$ cat src/core/spm_ctrl_pkg.sv
// Package with constants for the self-programming flash control unit
// Summary of operation
// - Store address from pointer: page, word
// - Load reads use pointer bit zero byte
// - Bits 7 and 6 read zero
// - Signature arm: next load returns signature
// - Store after signature arm does nothing
// - Clear-buffer command discards page buffer
// - Fuse arm: load returns lock or fuse
// - Page write arm: store programs page
// - Page erase arm: store erases page
// - Write/erase bits clear on done, timeout
// - CPU stalled during erase or write
// - Enable only: store fills buffer word
// - Enable clears after store or timeout
// - Only six patterns take effect
// - EEPROM write blocks programming, fuse reads
// - Pointer one returns two lock bits
// - Fuse arm clears on read or timeout
// - Pointers zero, three, two give fuses
// - Programmed bits read zero
// - Signature map of identity, calibration, sensor
// - Signature arm clears on read, timeout
// - Buffer erased after write and reset
// - Erase/write take 3.7 to 4.5 ms
package spm_ctrl_pkg;
  // Register map (byte addresses)
  localparam logic [3:0] ADDR_CSR = 4'h0;
  localparam logic [3:0] ADDR_STATUS = 4'h4;
  // Control register bit positions
  localparam int BIT_EN = 0;
  localparam int BIT_ERS = 1;
  localparam int BIT_WRT = 2;
  localparam int BIT_FUSE = 3;
  localparam int BIT_CLR = 4;
  localparam int BIT_SIG = 5;
  // Accepted command patterns in lower six bits
  localparam logic [5:0] CMD_FILL = 6'h01;
  localparam logic [5:0] CMD_ERASE = 6'h03;
  localparam logic [5:0] CMD_WRITE = 6'h05;
  localparam logic [5:0] CMD_FUSE = 6'h09;
  localparam logic [5:0] CMD_CLEAR = 6'h11;
  localparam logic [5:0] CMD_SIG = 6'h21;
  localparam logic [7:0] CSR_RESET = 8'h00;
  // Arming windows in cycles
  localparam logic [2:0] LOAD_WINDOW = 3'h3;
  localparam logic [2:0] STORE_WINDOW = 3'h4;
  // Flash timing
  localparam int CLK_HZ = 25000000;
  localparam int PROG_TIME_US = 4100; // Between 3.7 ms and 4.5 ms
  localparam int PROG_CYCLES = CLK_HZ / 1000000 * PROG_TIME_US;
  // Pointer decodes for fuse/lock reads
  localparam logic [15:0] PTR_FUSE_LOW = 16'h0000;
  localparam logic [15:0] PTR_LOCK = 16'h0001;
  localparam logic [15:0] PTR_FUSE_EXT = 16'h0002;
  localparam logic [15:0] PTR_FUSE_HIGH = 16'h0003;
  // Pointer decodes for signature row
  localparam logic [15:0] PTR_SIG0 = 16'h0000;
  localparam logic [15:0] PTR_OSC_CAL = 16'h0001;
  localparam logic [15:0] PTR_SIG1 = 16'h0002;
  localparam logic [15:0] PTR_SIG2 = 16'h0004;
  localparam logic [15:0] PTR_TS_OFF = 16'h0005;
  localparam logic [15:0] PTR_TS_GAIN = 16'h0007;
  localparam logic [7:0] LOCK_MASK = 8'h03;
  localparam logic [7:0] EXT_MASK = 8'h01;
  localparam logic [7:0] ERASED_BYTE = 8'hff;
endpackage
$ cat src/core/self_program_flash_control.sv
// Self-programming flash control unit with Wishbone register access
`timescale 1ns/1ps
module self_program_flash_control #(
  parameter int WORD_BITS = 6, // Word index bits within a page
  parameter int PAGE_BITS = 7, // Page index bits
  parameter int PROG_CYCLES = spm_ctrl_pkg::PROG_CYCLES,
  parameter logic [7:0] SIG_BYTE0 = 8'h11, // Arbitrary identity value
  parameter logic [7:0] SIG_BYTE1 = 8'h22, // Arbitrary identity value
  parameter logic [7:0] SIG_BYTE2 = 8'h33, // Arbitrary identity value
  parameter logic [7:0] OSC_CAL = 8'h80,
  parameter logic [7:0] TS_OFFSET = 8'h00,
  parameter logic [7:0] TS_GAIN = 8'h80
) (
  input wire logic clk_i,
  input wire logic rst_i,
  // Wishbone slave
  input wire logic wb_cyc_i,
  input wire logic wb_stb_i,
  input wire logic wb_we_i,
  input wire logic [3:0] wb_adr_i,
  input wire logic [3:0] wb_sel_i,
  input wire logic [31:0] wb_dat_i,
  output logic [31:0] wb_dat_o,
  output logic wb_ack_o,
  // CPU core side
  input wire logic store_strobe_i,
  input wire logic load_strobe_i,
  input wire logic [15:0] pointer_i,
  input wire logic [15:0] data_pair_i,
  input wire logic [15:0] flash_word_i,
  output logic [7:0] load_data_o,
  output logic load_valid_o,
  output logic cpu_stall_o,
  // Flash array side
  output logic flash_erase_o,
  output logic flash_write_o,
  output logic [PAGE_BITS-1:0] flash_page_o,
  // Status from outside
  input wire logic eeprom_write_busy_i,
  input wire logic [7:0] fuse_low_byte_i,
  input wire logic [7:0] fuse_high_byte_i,
  input wire logic [7:0] fuse_extended_byte_i,
  input wire logic [7:0] lock_bits_i
);

  localparam int DEPTH = 1 << WORD_BITS;

  ////////////////////////////////////////////////////////////////////////////
  // Declarations
  typedef enum logic [1:0] {IDLE, ARMED, BUSY} state_e;
  state_e state; // Sequencer state
  logic [5:0] cmd; // Armed command pattern
  logic [2:0] win; // Cycles since arming
  logic [31:0] busy_cnt; // Erase/write timer
  logic eeb_s1, eeb_s2; // EEPROM busy sync
  logic [15:0] buf_mem [DEPTH]; // Temporary page buffer
  logic [DEPTH-1:0] buf_valid; // Word loaded flags
  logic bus_req; // Bus access this cycle
  logic csr_wr; // Control register write
  logic cmd_ok; // Written pattern accepted
  logic [5:0] wr_cmd; // Written low six bits
  logic store_hit; // Store within window
  logic load_hit; // Load within window
  logic [7:0] csr_view; // Read view of control

  // Accepted pattern check
  function automatic logic legal_cmd(input logic [5:0] c);
    legal_cmd = (c == spm_ctrl_pkg::CMD_FILL) ||
                (c == spm_ctrl_pkg::CMD_ERASE) ||
                (c == spm_ctrl_pkg::CMD_WRITE) ||
                (c == spm_ctrl_pkg::CMD_FUSE) ||
                (c == spm_ctrl_pkg::CMD_CLEAR) ||
                (c == spm_ctrl_pkg::CMD_SIG);
  endfunction

  ////////////////////////////////////////////////////////////////////////////
  // Bus decode
  assign bus_req = wb_cyc_i && wb_stb_i && !wb_ack_o;
  assign csr_wr = bus_req && wb_we_i && wb_sel_i[0] &&
                  (wb_adr_i == spm_ctrl_pkg::ADDR_CSR);
  assign wr_cmd = wb_dat_i[5:0];
  // Blocked while EEPROM writes
  assign cmd_ok = legal_cmd(wr_cmd) && !eeb_s2;
  // Windows count from cycle after the write
  assign store_hit = (state == ARMED) && store_strobe_i &&
                     (win < spm_ctrl_pkg::STORE_WINDOW);
  assign load_hit = (state == ARMED) && load_strobe_i &&
                    (win < spm_ctrl_pkg::LOAD_WINDOW);
  // Top bits always read zero
  assign csr_view = {2'b00, cmd};

  ////////////////////////////////////////////////////////////////////////////
  // EEPROM busy synchroniser
  always_ff @(posedge clk_i) begin
    if (rst_i) begin
      eeb_s1 <= 1'b0;
      eeb_s2 <= 1'b0;
    end else begin
      eeb_s1 <= eeprom_write_busy_i;
      eeb_s2 <= eeb_s1;
    end
  end

  ////////////////////////////////////////////////////////////////////////////
  // Wishbone answer, one wait state
  always_ff @(posedge clk_i) begin
    if (rst_i) begin
      wb_ack_o <= 1'b0;
      wb_dat_o <= '0;
    end else begin
      wb_ack_o <= bus_req;
      wb_dat_o <= '0;
      if (bus_req && !wb_we_i) begin
        case (wb_adr_i)
          spm_ctrl_pkg::ADDR_CSR: wb_dat_o <= {24'h0, csr_view};
          spm_ctrl_pkg::ADDR_STATUS: begin
            wb_dat_o <= {30'h0, eeb_s2, state == BUSY};
          end
          default: wb_dat_o <= '0; // Unmapped reads zero
        endcase
      end
    end
  end

  ////////////////////////////////////////////////////////////////////////////
  // Command sequencer
  always_ff @(posedge clk_i) begin
    if (rst_i) begin
      state <= IDLE;
      cmd <= spm_ctrl_pkg::CSR_RESET[5:0];
      win <= '0;
      busy_cnt <= '0;
      flash_erase_o <= 1'b0;
      flash_write_o <= 1'b0;
      flash_page_o <= '0;
      cpu_stall_o <= 1'b0;
    end else begin
      flash_erase_o <= 1'b0;
      flash_write_o <= 1'b0;
      case (state)
        IDLE: begin
          if (csr_wr && cmd_ok) begin
            state <= ARMED;
            cmd <= wr_cmd;
            win <= '0;
          end
        end
        ARMED: begin
          win <= win + 3'h1;
          if (store_hit && cmd == spm_ctrl_pkg::CMD_SIG) begin
            cmd <= cmd;
          end else if (store_hit && (cmd == spm_ctrl_pkg::CMD_ERASE ||
                       cmd == spm_ctrl_pkg::CMD_WRITE)) begin
            // Page from upper pointer bits
            flash_page_o <= pointer_i[WORD_BITS+PAGE_BITS:WORD_BITS+1];
            flash_erase_o <= (cmd == spm_ctrl_pkg::CMD_ERASE);
            flash_write_o <= (cmd == spm_ctrl_pkg::CMD_WRITE);
            cpu_stall_o <= 1'b1;
            busy_cnt <= '0;
            state <= BUSY;
          end else if (store_hit) begin
            state <= IDLE;
            cmd <= '0;
          end else if (load_hit && (cmd == spm_ctrl_pkg::CMD_SIG ||
                       cmd == spm_ctrl_pkg::CMD_FUSE)) begin
            state <= IDLE;
            cmd <= '0;
          end else if ((cmd == spm_ctrl_pkg::CMD_SIG &&
                        win >= spm_ctrl_pkg::LOAD_WINDOW - 3'h1) ||
                       win >= spm_ctrl_pkg::STORE_WINDOW - 3'h1) begin
            state <= IDLE;
            cmd <= '0;
          end
        end
        BUSY: begin
          // Timed erase or write, enable held
          if (busy_cnt == PROG_CYCLES - 1) begin
            state <= IDLE;
            cmd <= '0;
            cpu_stall_o <= 1'b0;
          end else begin
            busy_cnt <= busy_cnt + 32'h1;
          end
        end
        default: begin
          state <= IDLE;
          cmd <= '0;
        end
      endcase
    end
  end

  ////////////////////////////////////////////////////////////////////////////
  // Temporary page buffer
  logic fill_hit, buf_clear;
  logic [WORD_BITS-1:0] widx;
  // Word index ignores pointer bit zero
  assign widx = pointer_i[WORD_BITS:1];
  assign fill_hit = store_hit && cmd == spm_ctrl_pkg::CMD_FILL;
  assign buf_clear = (csr_wr && cmd_ok && state == IDLE &&
                      wr_cmd == spm_ctrl_pkg::CMD_CLEAR) ||
                     (state == BUSY && cmd == spm_ctrl_pkg::CMD_WRITE &&
                      busy_cnt == PROG_CYCLES - 1) ||
                     eeb_s2;
  always_ff @(posedge clk_i) begin
    if (rst_i) begin
      buf_valid <= '0;
    end else if (buf_clear) begin
      buf_valid <= '0;
    end else if (fill_hit && !buf_valid[widx]) begin
      buf_valid[widx] <= 1'b1;
    end
  end
  // Buffer storage, written once per word
  always_ff @(posedge clk_i) begin
    if (fill_hit && !buf_valid[widx]) begin
      buf_mem[widx] <= data_pair_i;
    end
  end

  ////////////////////////////////////////////////////////////////////////////
  // Load path
  always_ff @(posedge clk_i) begin
    if (rst_i) begin
      load_data_o <= '0;
      load_valid_o <= 1'b0;
    end else begin
      load_valid_o <= load_strobe_i;
      if (load_hit && cmd == spm_ctrl_pkg::CMD_SIG) begin
        case (pointer_i)
          spm_ctrl_pkg::PTR_SIG0: load_data_o <= SIG_BYTE0;
          spm_ctrl_pkg::PTR_OSC_CAL: load_data_o <= OSC_CAL;
          spm_ctrl_pkg::PTR_SIG1: load_data_o <= SIG_BYTE1;
          spm_ctrl_pkg::PTR_SIG2: load_data_o <= SIG_BYTE2;
          spm_ctrl_pkg::PTR_TS_OFF: load_data_o <= TS_OFFSET;
          spm_ctrl_pkg::PTR_TS_GAIN: load_data_o <= TS_GAIN;
          default: load_data_o <= spm_ctrl_pkg::ERASED_BYTE;
        endcase
      end else if (load_hit && cmd == spm_ctrl_pkg::CMD_FUSE) begin
        // Inputs already active-low programmed
        case (pointer_i)
          spm_ctrl_pkg::PTR_FUSE_LOW: load_data_o <= fuse_low_byte_i;
          spm_ctrl_pkg::PTR_LOCK: begin
            load_data_o <= lock_bits_i & spm_ctrl_pkg::LOCK_MASK;
          end
          spm_ctrl_pkg::PTR_FUSE_EXT: begin
            load_data_o <= fuse_extended_byte_i & spm_ctrl_pkg::EXT_MASK;
          end
          spm_ctrl_pkg::PTR_FUSE_HIGH: load_data_o <= fuse_high_byte_i;
          default: load_data_o <= spm_ctrl_pkg::ERASED_BYTE;
        endcase
      end else if (load_strobe_i) begin
        // Byte select by pointer bit zero
        load_data_o <= pointer_i[0] ? flash_word_i[15:8]
                                    : flash_word_i[7:0];
      end
    end
  end

  ////////////////////////////////////////////////////////////////////////////
  // Assertions
  property p_reserved_zero;
    @(posedge clk_i) disable iff (rst_i)
      wb_ack_o && $past(!wb_we_i && wb_adr_i == spm_ctrl_pkg::ADDR_CSR)
      |-> wb_dat_o[7:6] == 2'b00;
  endproperty
  a_reserved_zero: assert property (p_reserved_zero)
    else $error("Reserved control bits not zero");

  property p_illegal_ignored;
    @(posedge clk_i) disable iff (rst_i)
      csr_wr && state == IDLE && !legal_cmd(wr_cmd) |=> state == IDLE;
  endproperty
  a_illegal_ignored: assert property (p_illegal_ignored)
    else $error("Illegal pattern armed a command");

  property p_store_timeout;
    @(posedge clk_i) disable iff (rst_i)
      csr_wr && cmd_ok && state == IDLE && wr_cmd != spm_ctrl_pkg::CMD_SIG
      ##1 (!store_strobe_i && !load_strobe_i) [*4] |=> state == IDLE;
  endproperty
  a_store_timeout: assert property (p_store_timeout)
    else $error("Store window did not close after four cycles");

  property p_sig_timeout;
    @(posedge clk_i) disable iff (rst_i)
      csr_wr && cmd_ok && state == IDLE && wr_cmd == spm_ctrl_pkg::CMD_SIG
      ##1 !load_strobe_i [*3] |=> state == IDLE;
  endproperty
  a_sig_timeout: assert property (p_sig_timeout)
    else $error("Signature window did not close after three cycles");

  property p_sig_store_none;
    @(posedge clk_i) disable iff (rst_i)
      store_hit && cmd == spm_ctrl_pkg::CMD_SIG
      |=> !flash_erase_o && !flash_write_o && $stable(buf_valid);
  endproperty
  a_sig_store_none: assert property (p_sig_store_none)
    else $error("Store after signature arm had an effect");

  property p_erase_stall;
    @(posedge clk_i) disable iff (rst_i)
      store_hit && cmd == spm_ctrl_pkg::CMD_ERASE
      |=> flash_erase_o && cpu_stall_o && cmd[spm_ctrl_pkg::BIT_EN];
  endproperty
  a_erase_stall: assert property (p_erase_stall)
    else $error("Erase did not start with stall");

  property p_eeprom_block;
    @(posedge clk_i) disable iff (rst_i)
      eeb_s2 && state == IDLE |=> state == IDLE;
  endproperty
  a_eeprom_block: assert property (p_eeprom_block)
    else $error("Command armed during EEPROM write");

  property p_clear_buffer;
    @(posedge clk_i) disable iff (rst_i)
      csr_wr && cmd_ok && state == IDLE && wr_cmd == spm_ctrl_pkg::CMD_CLEAR
      |=> buf_valid == '0;
  endproperty
  a_clear_buffer: assert property (p_clear_buffer)
    else $error("Page buffer not cleared");

  property p_lock_read;
    @(posedge clk_i) disable iff (rst_i)
      load_hit && cmd == spm_ctrl_pkg::CMD_FUSE &&
      pointer_i == spm_ctrl_pkg::PTR_LOCK
      |=> load_data_o == ($past(lock_bits_i) & spm_ctrl_pkg::LOCK_MASK);
  endproperty
  a_lock_read: assert property (p_lock_read)
    else $error("Lock read returned wrong value");

  // Page write starts with the CPU held and enable kept
  property p_write_stall;
    @(posedge clk_i) disable iff (rst_i)
      store_hit && cmd == spm_ctrl_pkg::CMD_WRITE
      |=> flash_write_o && cpu_stall_o && cmd[spm_ctrl_pkg::BIT_EN];
  endproperty
  a_write_stall: assert property (p_write_stall)
    else $error("Write did not start with stall");

  // Whole timed operation keeps stall and enable up
  property p_busy_hold;
    @(posedge clk_i) disable iff (rst_i)
      state == BUSY |-> cpu_stall_o && cmd[spm_ctrl_pkg::BIT_EN];
  endproperty
  a_busy_hold: assert property (p_busy_hold)
    else $error("Stall or enable dropped during operation");

  // Timer end releases the CPU and clears the command bits
  property p_busy_done;
    @(posedge clk_i) disable iff (rst_i)
      state == BUSY && busy_cnt == PROG_CYCLES - 1
      |=> state == IDLE && !cpu_stall_o && cmd == '0;
  endproperty
  a_busy_done: assert property (p_busy_done)
    else $error("Operation end did not release stall and command");

  // Fuse or signature read disarms after its load
  property p_read_done;
    @(posedge clk_i) disable iff (rst_i)
      load_hit && (cmd == spm_ctrl_pkg::CMD_SIG ||
                   cmd == spm_ctrl_pkg::CMD_FUSE)
      |=> state == IDLE && cmd == '0;
  endproperty
  a_read_done: assert property (p_read_done)
    else $error("Read command did not clear after its load");

  // Finished page write empties the temporary buffer
  property p_write_clears_buffer;
    @(posedge clk_i) disable iff (rst_i)
      state == BUSY && cmd == spm_ctrl_pkg::CMD_WRITE &&
      busy_cnt == PROG_CYCLES - 1 |=> buf_valid == '0;
  endproperty
  a_write_clears_buffer: assert property (p_write_clears_buffer)
    else $error("Page buffer not cleared after write");

  c_fill: cover property (@(posedge clk_i) fill_hit);
  c_erase: cover property (@(posedge clk_i) flash_erase_o);
  c_write: cover property (@(posedge clk_i) flash_write_o);
  c_sig: cover property (@(posedge clk_i)
    load_hit && cmd == spm_ctrl_pkg::CMD_SIG);
  c_fuse: cover property (@(posedge clk_i)
    load_hit && cmd == spm_ctrl_pkg::CMD_FUSE);

endmodule // self_program_flash_control

$ cat config.mk
export PLATFORM = sky130hd
export DESIGN_NAME = self_program_flash_control
export DESIGN_NICKNAME = d
export VERILOG_FILES = /design/src/core/spm_ctrl_pkg.sv /design/src/core/self_program_flash_control.sv
export SDC_FILE = /design/constraint.sdc
export NUM_CORES = 1
export LEC_CHECK = 0
export BUFFER_PORTS_ARGS = -buffer_cell sky130_fd_sc_hd__buf_4
export CORE_ASPECT_RATIO = 1.2
export CORE_MARGIN = 2
export CORE_UTILIZATION = 40
export CTS_BUF_LIST = sky130_fd_sc_hd__clkbuf_4
export DETAILED_ROUTE_END_ITERATION = 6
export GPL_TIMING_DRIVEN = 0
export PLACE_DENSITY = 0.78
export SLEW_MARGIN = 0
export SYNTH_ARGS = -nofsm -noshare
export SYNTH_HDL_FRONTEND = slang
export SYNTH_SLANG_ARGS = --single-unit
$ cat constraint.sdc
create_clock -name clk_i -period 3 [get_ports clk_i]
set_input_delay 0 -clock clk_i [delete_from_list [all_inputs] [get_ports clk_i]]
set_output_delay 0 -clock clk_i [all_outputs]
set_load 0.05 [all_outputs]
==> results.yml <==
route:
  wirelength_mm: 9.482
  met3_length_um: 515
  routed_via_density: 5.036
  routedWlPerCell_um: 13.22
  drtPass1Iterations: 4
  wl_met1_mm: 3.755
  top_layer: "met4"
  vias: 3611
  wl_met2_mm: 4.990
  drt_first_iter_violations: 91
  ant_nets: 0
  drc: 0
pwr:
  switching_share_pct: 27.27
  p_clk_share_pct: 31.3
  internal-power_mw: 1.364
  p_leak_nw: 2.204
  switchingPower_mw: 0.5116
  p_per_area_mw_per_mm2: 372.4
  seqPwrFrac_pct: 51.1
  p_comb_share_pct: 17.7
  ir_drop_mv: 0.2866
worst_setup_path:
  endpoint_kind: "flip-flop"
  rr_endpoint: "busy_cnt[18]"
  rrSetupSlack_ps: 260
  worst_setup_path_start_kind: "flip-flop"
  rr_worst_depth: 6
  path_class: "reg2reg"
  crit_required_ps: 3290
  cp_max_fo: 7
  r2r-start: "state[0]"
  arrival_ps: 3030
floorplanning:
  ioPinCount: 180
  dieHeight_um: 109.7
  die_w_um: 92.09
  core_mm2: 0.009034
  die_area_mm2: 0.01010
  start_util_pct: 41.23
  fp-row-count: 38
timing:
  worst-slew-pin-transition_ps: 924.5
  tns_ps: 0
  max_freq_mhz: 365.1
  period_minus_slack_ps: 2739
  fin_crit_sh_pct: 91.29
  final_max_slew_viol_count: 0
  rsz0062_at_grt: "no"
  relSlewSlack_pct: 38.00
  final.setup_skew_ps: 17.11
  setup_viol: 0
  hold_viol: 0
final_layout:
  final_common_cell: "buf_4"
  instances_no_fill: 717
  drive_gt1_share_pct: 24.79
  diodes: 0
  nets: 724
  layout_common_cells: "120 x buf_4, 71 x dfxtp_1, 63 x nor2_1"
  area_growth_pct: 35.24
  fill_cells: 834
placed_design:
  hpwl_mm: 7.274
  gp_congestion: 0.8630
  port_buffers: 93
  dpl.cell_count: 678
global_route:
  grt_util_all_layers_pct: 18.96
  grt_pass1_wl_mm: 15.41
  gr-total-overflow: 0
  grt_antenna_before_repair: 0
  grt_pass1_vias: 3603
  grt_max_degree: 12
clock_network:
  cts_tree: "yes"
  postCtsResizedCells: 0
  h-tree-depth: 3
  root_buffer: "clkbuf_4"
  cts_setup_buffers: 0
  cts_hold_buf: 24
  path_clk_slew_ps: 110
  clockBufferDepth: 2
  cts_buffers: 9
  clock_sinks: 71
  insertion_delay_ps: 420
synth:
  ys_ff_latch: 71
  synth-edff-count: 0
  ys_types: 53
  seq_area_frac_synth_pct: 38.16
  async_flop_share_pct: 0
  netlist_instances: 440
  syn_area_per_cell_um2: 8.466
  yosysWarnings: 0
  synthFlopType: "dfxtp_1"
  syn_area_mm2: 0.003725
min_path:
  hold_class: "in2reg"
  min_path_cells: 4
  min_from: "pointer_i[2]"
  hold_end: "load_data_o[7]"
run_status:
  status: "complete, no violations"
run:
  maxCapViolCount: 0
## stage by stage
stage / power (mW) / area, um2 / setup slack [ps] / utilization, % / hold slack [ps]
final: 1.876 / 5037 / 261.4 / 55.76 / 50.93
after detailed placement: 1.284 / 4667 / 304.9 / 51.66 / 229.1
after global placement: 1.280 / 4667 / 340.5 / 51.66 / 236.2
after global routing: 1.945 / 5037 / 63.29 / 55.76 / 60.23
after CTS: 1.885 / 5037 / 288.7 / 55.76 / 25.33
after floorplan: 1.177 / 3819 / 738.6 / - / 128.2
## cell usage after synthesis (all sizes together), types with 3 or more instances
master  count  share of area [%]
a211oi      4               0.81
a21o        4               0.81
a21oi      27                3.7
a22oi       7                1.4
and2        8                1.3
and3        5               0.84
and4        5                1.2
buf        31                5.9
clkbuf     11                1.1
dfxtp      71                 38
ha          3                1.0
inv         7               0.71
mux2i      27                7.3
nand2      28                2.8
nand2b     13                2.2
nand3      14                1.9
nand4      12                2.0
nor2       63                6.3
nor2b       9                1.5
nor3       17                2.3
nor3b       4               0.81
nor4        8                1.5
o21ai       4               0.54
or2         5               0.84
or3         3               0.50
or4         3               0.71
xnor2      15                3.5
xor2       11                2.6
## worst max-delay path by stage
stage | startpoint | endpoint | slack [ps] | cells after the start
2_1_floorplan | busy_cnt[26] | cmd[0] | 740 | 7
3_3_place_gp | state[0] | busy_cnt[18] | 340 | 6
3_5_place_dp | state[0] | busy_cnt[18] | 300 | 6
4_1_cts | state[0] | busy_cnt[18] | 290 | 6
5_1_grt | state[0] | busy_cnt[18] | 60 | 6
6_report | state[0] | busy_cnt[18] | 260 | 6
## routing by layer
| layer | up-vias | global-route usage (%) |
|---|---|---|
| met5 | - | 0 |
| met4 | 0 | 9.488 |
| met2 | 108 | 35.66 |
| met3 | 21 | 4.729 |
| li1 | 1800 | - |
| met1 | 1682 | 19.58 |
## worst max-delay path: stages, from the launching register on
cell	delay (ps)
dfxtp_1	390
nor3b_1	540
nand4_1	370
a211oi_1	830
and4_1	310
xnor2_1	130
nor2_1	50
## cells by family after synthesis
| family | share of synthesized area [%] |
|---|---|
| compound gates | 9.910 |
| xor+xnor | 6.114 |
| fa+ha+maj | 1.277 |
| buf+inv | 7.692 |
| flops | 38.16 |
| mux | 8.163 |
| other cells | 0.1007 |
| simple gates | 28.59 |
## final cells by class
type / count / area, um2 / share of cell area, %
inverter: 7 / 26.28 / 0.5216
sequential: 71 / 1421 / 28.22
multi-input combinational: 345 / 2111 / 41.90
timing repair buffer: 117 / 938.4 / 18.63
tap: 120 / 150.1 / 2.981
buffer: 42 / 260.3 / 5.166
clock buffer: 11 / 82.58 / 1.639
clock inverter: 4 / 47.55 / 0.9439
## power groups by stage
stage	combinational [mW]	sequential [mW]	clock, mW
after global placement	0.301	0.980	0
after global routing	0.352	0.960	0.633
final	0.331	0.958	0.586
after detailed placement	0.304	0.980	0
after CTS	0.328	0.959	0.599
after floorplan	0.167	1.01	0
## registers in the layout, summed over array words and instances, names as in the netlist
signal,flops
busy_cnt,32
cmd,6
cpu_stall_o,1
eeb_s1,1
eeb_s2,1
flash_erase_o,1
flash_page_o,7
flash_write_o,1
load_data_o,8
load_valid_o,1
state,2
wb_ack_o,1
wb_dat_o,6
win,3
Power figures use the tool's default switching activity.
